--- config.mk ---
export PLATFORM = sky130hd
export DESIGN_NAME = cpu_bus_cycle_sequencer
export DESIGN_NICKNAME = d
export VERILOG_FILES = /design/src/design/cycle_seq_pkg.sv /design/src/design/cpu_bus_cycle_sequencer.sv
export SDC_FILE = /design/constraint.sdc
export NUM_CORES = 1
export LEC_CHECK = 0
export ABC_CLOCK_PERIOD_IN_PS = 4800
export BUFFER_PORTS_ARGS = -buffer_cell sky130_fd_sc_hd__buf_2
export CAP_MARGIN = 10
export CORE_ASPECT_RATIO = 1.75
export CORE_UTILIZATION = 45
export CTS_BUF_LIST = sky130_fd_sc_hd__clkbuf_2 sky130_fd_sc_hd__clkbuf_4 sky130_fd_sc_hd__clkbuf_8
export DETAILED_ROUTE_END_ITERATION = 12
export GPL_TIMING_DRIVEN = 0
export PLACE_DENSITY = 0.66
export SYNTH_ARGS = -nofsm -noshare
export SYNTH_HDL_FRONTEND = slang
export SYNTH_SLANG_ARGS = --single-unit
--- constraint.sdc ---
create_clock -name clk_in -period 4.8 [get_ports clk_in]
set_clock_uncertainty 0.2 [all_clocks]
set_input_delay 0.48 -clock clk_in [delete_from_list [all_inputs] [get_ports clk_in]]
set_output_delay 0.48 -clock clk_in [all_outputs]
set_load 0.02 [all_outputs]
--- src/design/cycle_seq_pkg.sv ---
// Package for the bus-cycle sequencer: cycle codes, access widths and the bus request carrier.
// Assumes a single 125 MHz clock domain shared with the memory bus and its stretch logic.
package cycle_seq_pkg;

    // Cycle codes as they arrive from the instruction decode.
    typedef enum logic [4:0] {
        CYC_FREE       = 5'h00,
        CYC_PROG       = 5'h01,
        CYC_OPT        = 5'h02,
        CYC_RD_BYTE    = 5'h03,
        CYC_RD_WORD    = 5'h04,
        CYC_WR_BYTE    = 5'h05,
        CYC_WR_WORD    = 5'h06,
        CYC_STK_BYTE   = 5'h07,
        CYC_STK_WORD   = 5'h08,
        CYC_UNSTK_BYTE = 5'h09,
        CYC_UNSTK_WORD = 5'h0A,
        CYC_VECTOR     = 5'h0B,
        CYC_PAGE_RD    = 5'h0C,
        CYC_PAGE_WR    = 5'h0D,
        CYC_IND_PTR    = 5'h0E,
        CYC_IND_PAGE   = 5'h0F,
        CYC_COND_RD_B  = 5'h10,
        CYC_COND_RD_W  = 5'h11,
        CYC_COND_WR_B  = 5'h12
    } cycle_code_t;

    // Bus operations presented to the memory side.
    typedef enum logic [2:0] {
        OP_NONE  = 3'h0,
        OP_FETCH = 3'h1,
        OP_READ  = 3'h2,
        OP_WRITE = 3'h3,
        OP_PUSH  = 3'h4,
        OP_POP   = 3'h5,
        OP_VECT  = 3'h6
    } bus_op_t;

    // One bus request as issued for a single core cycle.
    typedef struct packed {
        bus_op_t op;
        logic    word;
        logic    ext_visible;
        logic    stretch_ok;
        logic    page_rd;
        logic    page_wr;
    } bus_req_t;

    // Request driven during reset and on free cycles.
    localparam bus_req_t REQ_IDLE = '{op: OP_NONE, word: 1'b0, ext_visible: 1'b0,
                                      stretch_ok: 1'b0, page_rd: 1'b0, page_wr: 1'b0};

    // Branch timing in core cycles.
    localparam logic [2:0] SHORT_TAKEN_CYC     = 3'h3;
    localparam logic [2:0] SHORT_NOT_TAKEN_CYC = 3'h1;
    localparam logic [2:0] LONG_TAKEN_CYC      = 3'h4;
    localparam logic [2:0] LONG_NOT_TAKEN_CYC  = 3'h3;
    localparam logic [1:0] REFILL_FETCHES      = 2'h3;

    // Width of the page register.
    localparam int unsigned PAGE_W   = 8;
    localparam logic [7:0]  PAGE_RST = 8'h00;

endpackage : cycle_seq_pkg

--- src/design/cpu_bus_cycle_sequencer.sv ---
// Bus-cycle sequencer: turns per-cycle codes from decode into bus requests, resolves
// optional and conditional cycles, owns the page register and runs branch refills.
// Assumes the memory side raises stall_in for each extra or stretched bus cycle.
`timescale 1ns/10ps
module cpu_bus_cycle_sequencer
    import cycle_seq_pkg::*;
(
    input  wire logic                clk_in,
    input  wire logic                nrst_in,
    input  wire logic                stall_in,
    input  wire logic                code_valid_in,
    input  wire cycle_code_t         code_in,
    input  wire logic                cond_active_in,
    input  wire logic                opt_fetch_in,
    input  wire logic                prebyte_in,
    input  wire logic                prebyte_misaligned_in,
    input  wire logic                branch_in,
    input  wire logic                branch_long_in,
    input  wire logic                branch_taken_in,
    input  wire logic [PAGE_W-1:0]   page_wdata_in,
    output bus_req_t                 req_out,
    output logic                     req_valid_out,
    output logic                     busy_out,
    output logic [PAGE_W-1:0]        page_rdata_out,
    output logic [PAGE_W-1:0]        program_page_register_out
);

    // Branch sequencer states; the destination is worked out alongside the first refill fetch.
    typedef enum logic [3:0] {
        BR_IDLE   = 4'b0001,
        BR_OPT1   = 4'b0010,
        BR_REFILL = 4'b0100,
        BR_OPT2   = 4'b1000
    } br_state_t;

    br_state_t        br_q;
    logic [1:0]       refill_cnt_q;
    logic             prebyte_fetched_q;
    logic             in_page2_q;
    logic [PAGE_W-1:0] program_page_register_q;
    logic             advance;

    // Everything but the page register advances only on un-stalled clocks, so a stretched bus cycle is invisible.
    assign advance = !stall_in;

    // Builds a request from the operation, width and stretch eligibility.
    function automatic bus_req_t make_req(input bus_op_t op, input logic word, input logic stretch);
        bus_req_t r;
        r             = REQ_IDLE;
        r.op          = op;
        r.word        = word;
        r.ext_visible = (op != OP_NONE);
        r.stretch_ok  = stretch;
        return r;
    endfunction : make_req

    // Resolves an optional cycle into a fetch or a free cycle.
    function automatic bus_req_t opt_req(input logic fetch);
        return fetch ? make_req(OP_FETCH, 1'b1, 1'b1) : REQ_IDLE;
    endfunction : opt_req

    // Maps one cycle code to its bus request when no branch is in progress.
    function automatic bus_req_t decode_code(input cycle_code_t c, input logic cond,
                                             input logic optf);
        bus_req_t r;
        r = REQ_IDLE;
        unique case (c)
            CYC_FREE:       r = REQ_IDLE;
            CYC_PROG:       r = make_req(OP_FETCH, 1'b1, 1'b1);
            CYC_OPT:        r = opt_req(optf);
            CYC_RD_BYTE:    r = make_req(OP_READ,  1'b0, 1'b1);
            CYC_RD_WORD:    r = make_req(OP_READ,  1'b1, 1'b1);
            CYC_WR_BYTE:    r = make_req(OP_WRITE, 1'b0, 1'b1);
            CYC_WR_WORD:    r = make_req(OP_WRITE, 1'b1, 1'b1);
            CYC_STK_BYTE:   r = make_req(OP_PUSH,  1'b0, 1'b1);
            CYC_STK_WORD:   r = make_req(OP_PUSH,  1'b1, 1'b1);
            CYC_UNSTK_BYTE: r = make_req(OP_POP,   1'b0, 1'b1);
            CYC_UNSTK_WORD: r = make_req(OP_POP,   1'b1, 1'b1);
            CYC_VECTOR:     r = make_req(OP_VECT,  1'b1, 1'b1);
            CYC_IND_PTR:    r = make_req(OP_READ,  1'b1, 1'b1);
            CYC_IND_PAGE:   r = make_req(OP_READ,  1'b0, 1'b1);
            CYC_COND_RD_B:  r = cond ? make_req(OP_READ, 1'b0, 1'b1) : REQ_IDLE;
            CYC_COND_RD_W:  r = cond ? make_req(OP_READ, 1'b1, 1'b1) : REQ_IDLE;
            CYC_COND_WR_B:  r = cond ? make_req(OP_WRITE, 1'b0, 1'b1) : REQ_IDLE;
            CYC_PAGE_RD: begin
                r         = REQ_IDLE;
                r.page_rd = 1'b1;
            end
            CYC_PAGE_WR: begin
                r         = REQ_IDLE;
                r.page_wr = 1'b1;
            end
            default:        r = REQ_IDLE;
        endcase
        return r;
    endfunction : decode_code

    // Optional-cycle resolution: the prebyte fetch and the later optional cycle alternate.
    bus_req_t code_req;
    always_comb begin
        bus_req_t r;
        r = decode_code(code_in, cond_active_in, opt_fetch_in);
        if (code_in == CYC_OPT) begin
            if (prebyte_in) begin
                r = opt_req(prebyte_misaligned_in);
            end else if (in_page2_q) begin
                r = opt_req(!prebyte_fetched_q);
            end
        end
        code_req = r;
    end

    // Branch state machine; a branch request takes priority over the ordinary code.
    always_ff @(posedge clk_in or negedge nrst_in) begin
        if (!nrst_in) begin
            br_q         <= BR_IDLE;
            refill_cnt_q <= 2'h0;
        end else if (advance) begin
            unique case (br_q)
                BR_IDLE: begin
                    if (code_valid_in && branch_in) begin
                        if (branch_long_in) begin
                            br_q <= BR_OPT1;
                        end else if (branch_taken_in) begin
                            br_q <= BR_REFILL;
                            refill_cnt_q <= 2'(REFILL_FETCHES - 2'h2);
                        end
                    end
                end
                // The first refill fetch goes out on leaving this state, so two remain to count.
                BR_OPT1: begin
                    if (branch_taken_in) begin
                        br_q         <= BR_REFILL;
                        refill_cnt_q <= 2'(REFILL_FETCHES - 2'h2);
                    end else begin
                        br_q <= BR_OPT2;
                    end
                end
                BR_REFILL: begin
                    if (refill_cnt_q == 2'h0) begin
                        br_q <= BR_IDLE;
                    end else begin
                        refill_cnt_q <= refill_cnt_q - 2'h1;
                    end
                end
                BR_OPT2: br_q <= BR_IDLE;
            endcase
        end
    end

    // Tracks whether the prebyte optional cycle fetched, for the second optional cycle.
    always_ff @(posedge clk_in or negedge nrst_in) begin
        if (!nrst_in) begin
            prebyte_fetched_q <= 1'b0;
            in_page2_q        <= 1'b0;
        end else if (advance && code_valid_in && code_in == CYC_OPT) begin
            if (prebyte_in) begin
                prebyte_fetched_q <= prebyte_misaligned_in;
                in_page2_q        <= 1'b1;
            end else begin
                in_page2_q        <= 1'b0;
            end
        end
    end

    // Issues one request per advancing clock; held unchanged while stalled.
    always_ff @(posedge clk_in or negedge nrst_in) begin
        if (!nrst_in) begin
            req_out       <= REQ_IDLE;
            req_valid_out <= 1'b0;
        end else if (advance) begin
            req_valid_out <= code_valid_in || (br_q != BR_IDLE);
            unique case (br_q)
                BR_IDLE: begin
                    if (code_valid_in && branch_in && branch_long_in) begin
                        req_out <= opt_req(prebyte_misaligned_in);
                    end else if (code_valid_in && branch_in) begin
                        // Taken or not, a short branch fetches in its own cycle; taken starts the refill.
                        req_out <= make_req(OP_FETCH, 1'b1, 1'b1);
                    end else begin
                        req_out <= code_valid_in ? code_req : REQ_IDLE;
                    end
                end
                BR_OPT1:   req_out <= make_req(OP_FETCH, 1'b1, 1'b1);
                BR_REFILL: req_out <= make_req(OP_FETCH, 1'b1, 1'b1);
                BR_OPT2:   req_out <= opt_req(!prebyte_fetched_q);
            endcase
        end
    end

    // Busy flag shows a branch sequence is running and new codes are ignored.
    always_ff @(posedge clk_in or negedge nrst_in) begin
        if (!nrst_in) begin
            busy_out <= 1'b0;
        end else if (advance) begin
            // Busy follows the next branch state, so decode loses no slot after the last fetch.
            unique case (br_q)
                BR_IDLE:   busy_out <= code_valid_in && branch_in && (branch_long_in || branch_taken_in);
                BR_OPT1:   busy_out <= 1'b1;
                BR_REFILL: busy_out <= (refill_cnt_q != 2'h0);
                BR_OPT2:   busy_out <= 1'b0;
            endcase
        end
    end

    // Internal page register: its cycles never go to the pins and never stall.
    always_ff @(posedge clk_in or negedge nrst_in) begin
        if (!nrst_in) begin
            program_page_register_q <= PAGE_RST;
            page_rdata_out          <= PAGE_RST;
        end else begin
            if (code_valid_in && br_q == BR_IDLE && code_in == CYC_PAGE_WR) begin
                program_page_register_q <= page_wdata_in;
            end
            if (code_valid_in && br_q == BR_IDLE && code_in == CYC_PAGE_RD) begin
                page_rdata_out <= program_page_register_q;
            end
        end
    end

    assign program_page_register_out = program_page_register_q;
endmodule : cpu_bus_cycle_sequencer

==> impl_results.md <==
- Total global routing track utilization: 21.4%
- Min Tclk post-route: around 2.5 ns
- CTS H-tree depth: 2
- Worst r2r src: br_q[0]$_DFFE_PN1P_
- Worst-Margin Slew: about 0.74 ns
- Sequential area share after synthesis: 42.9%
- Remaining Overflow, GRT: 0
- Die height: just under 90 um
- Reg2Reg Depth: 5
- Iteration-0 DRC Markers: 22
- Final period utilization: between 50 and 60%
- R2r endpoint: refill_cnt_q[0]$_DFFE_PN0P_
- Routed vias/inst: 5.64
- Global-route wire length before repair: 7.22 mm
- Post-Synthesis Cells: between 150 and 200
- Hold-fix buffers, CTS: 0
- CTS Sinks: 33
- Starting Density: 46.9%
- Outcome: complete, no violations
- Clk_lat worst skew: slightly below 0.3 ns
- Asr flop ratio synth: 100%
- Synth Area per Inst: between 10 and 15 sq um
- Final WL: around 4.4 mm
- Post_cts resized: 0
- Critical path depth: 5
- Post-synth EDFFs: 0
- Worst EP required: 4.77 ns
- Syn-to-layout area delta: 22.6%
- Setup CP Type: reg2reg
- Via count: ~1600
- Global placement routability congestion: 0.805
- Fin cells: between 200 and 300
- Ys Warns: 0
- # nets final: approximately 270
- HP Class: in2async
- CTS tree: built
- CTS Buf Count: 5
- Post-DP HPWL: approximately 3.3 mm
- Share of cells above drive strength 1: a little over a third
- Initial antenna violation count: 0
- Max-slew violations: 0
- VDD IR-drop max: around 260 uV
- CP endpoint kind: flip-flop
- Placed cells: roughly 280
- CP max stage delay: 0.51 ns
- Most area-hungry cell type in the Yosys netlist: dfrtp_1
- Max Cap Violations: 0
- Cell area power density: 464 nW/um^2
- Row count: 31
- Fill cells: between 300 and 400
- Slowest CP cell: dfstp_2
- Bufs and invs on worst path: 1
- Peak Freq: a little over 0.4 GHz
- CTS Root Cell: clkbuf_8
- RSZ-0062 raised after global routing: false
- Die Width: ~51 um
- Setup TNS: 0 ns
- Synth Register Bits: 33
- Core ar.: 4110 sq um
- Vias in the first global route: about 1600
- DR DRC count: 0
- Worst Setup Start Kind: flip-flop
- Clock Tree Buf Depth: 2
- Critical Path Fanout Max: 8
- Max_slew headroom: 50.3%
- Port buffer count: 48
- Antenna Nets Post-Route: 0
- Die ar.: 4560 sq um
- Critical path cell sequence: buf_2, nor4b_4, a22oi_1, a2111oi_2, mux2_2
- Synth top area share: around 42%
- Drt first pass iters: 4
- Largest net degree at the start of global routing: 34
- Setup slack, reg-to-reg: about 2.3 ns
- I/O pin count: 50
- Top_reg_cell synth: dfrtp_1
- Per-cell routed wire length: between 10 and 15 um
- Worst hold slack: 0.0496 ns
- Mapped Nets: around 210
- Area contributors post-synth: dfrtp_1 (42%), mux2_2 (11%), nor2b_1 (3.2%)
- Clock transition at the registers of the reported paths: ~0.07 ns
- Final Hold Vio Count: 0
- Worst Path Arrival: between 2 and 2.5 ns
- Cell area after synthesis: around 1900 sq um
- Cell family with most CP delay: compound AO/OA/AOI/OAI gates
- Count of cell types in the netlist: 50
- Leak Pwr: approximately 0.0011 uW
- Post-CTS setup buffers: 0
- Setup violators final: 0
- Antenna cells: 0
final cells by class:
type,instances,area (sq um),area share [%]
sequential,33,827,35.0
multi-input combinational,133,1000,42.5
tap,49,61.3,2.59
timing repair buffer,48,240,10.2
inverter,8,30.0,1.27
clock inverter,3,65.1,2.75
clock buffer,5,68.8,2.91
buffer,13,66.3,2.81
registers in the layout, summed over array words and instances, names as in the netlist:
register and flops:
br_q 4, busy_out 1, in_page2_q 1, page_rdata_out 8
prebyte_fetched_q 1, program_page_register_out 8, refill_cnt_q 2, req_out 7
req_valid_out 1
synthesized netlist by cell type, types with 2 or more instances:
| cell type | count |
|---|---|
| a21oi_1 | 8 |
| dfrtp_1 | 32 |
| nor4_1 | 4 |
| nand3b_1 | 3 |
| mux2_2 | 19 |
| clkbuf_1 | 8 |
| nor3_1 | 3 |
| o32ai_1 | 3 |
| a22o_1 | 2 |
| nand2_1 | 13 |
| buf_4 | 2 |
| nand2b_1 | 5 |
| or3_1 | 5 |
| mux2i_1 | 2 |
| buf_2 | 2 |
| a21bo_2 | 2 |
| nand3_1 | 4 |
| a211oi_1 | 4 |
| nor3b_1 | 2 |
| nor4b_4 | 2 |
| o31ai_1 | 3 |
| xnor2_1 | 2 |
| o21ai_0 | 9 |
| inv_1 | 8 |
| nor2_1 | 6 |
| nor2b_1 | 10 |
how the worst max path moves through the flow:
stage                     slack (ns)           startpoint                          end
after floorplan                 2.62  br_q[0]$_DFFE_PN1P_  refill_cnt_q[0]$_DFFE_PN0P_
after detailed placement        2.36  br_q[0]$_DFFE_PN1P_  refill_cnt_q[0]$_DFFE_PN0P_
after global routing            2.20  br_q[0]$_DFFE_PN1P_  refill_cnt_q[0]$_DFFE_PN0P_
after global placement          2.34  br_q[0]$_DFFE_PN1P_  refill_cnt_q[0]$_DFFE_PN0P_
after CTS                       2.32  br_q[0]$_DFFE_PN1P_  refill_cnt_q[0]$_DFFE_PN0P_
final                           2.34  br_q[0]$_DFFE_PN1P_  refill_cnt_q[0]$_DFFE_PN0P_
stage by stage:
stage	util [%]	power [uW]	setup slack, ns	cell area, sq um
after floorplan	-	682	2.62	1930
after global placement	54.2	786	2.34	2230
after detailed placement	54.2	792	2.36	2230
after CTS	57.5	1110	2.32	2360
after global routing	57.5	1160	2.20	2360
final	57.5	1100	2.34	2360
worst reg2reg max path, stage by stage (launching register included):
cell	delay, ns
dfstp_2	0.51
buf_2	0.20
nor4b_4	0.40
a22oi_1	0.15
a2111oi_2	0.51
mux2_2	0.39
power by group:
group / switching [uW] / leakage, uW / internal [uW]
registers: 32.4 / 0.000433 / 331
logic: 235 / 0.000636 / 187
clock network: 106 / 0.0000681 / 206
cell families (layout without fill, tap and decap cells):
family,Yosys count,in the layout,share of synthesized area [%]
AOI/OAI and AO/OA,44,44,16.9
adders and majority gates,1,1,0.649
and+or+nand+nor,64,64,21.0
DFF,33,33,42.9
buffers and inverters,21,77,5.00
xor gates and xnor gates,3,3,1.36
muxes,21,21,12.1
placed cells by master (no fill, tap or decap), types with 2 or more instances in the layout:
cell	instances
a211oi_1	4
a21bo_2	2
a21oi_1	8
a22o_1	2
buf_2	50
buf_4	2
bufinv_16	2
clkbuf_1	8
clkbuf_8	5
dfrtp_1	32
inv_1	8
mux2_2	19
mux2i_1	2
nand2_1	13
nand2b_1	5
nand3_1	4
nand3b_1	3
nor2_1	6
nor2b_1	10
nor3_1	3
nor3b_1	2
nor4_1	4
nor4b_4	2
o21ai_0	9
o31ai_1	3
o32ai_1	3
or3_1	5
xnor2_1	2
routing by layer:
layer	up-vias	share of wire [%]	global-route usage, %
li1	797	-	-
met1	809	39	23.3
met2	34	57	39.7
met3	8	2.6	2.92
met4	0	2.0	9.83
met5	-	0	0
(Power assumes the default switching activity.)
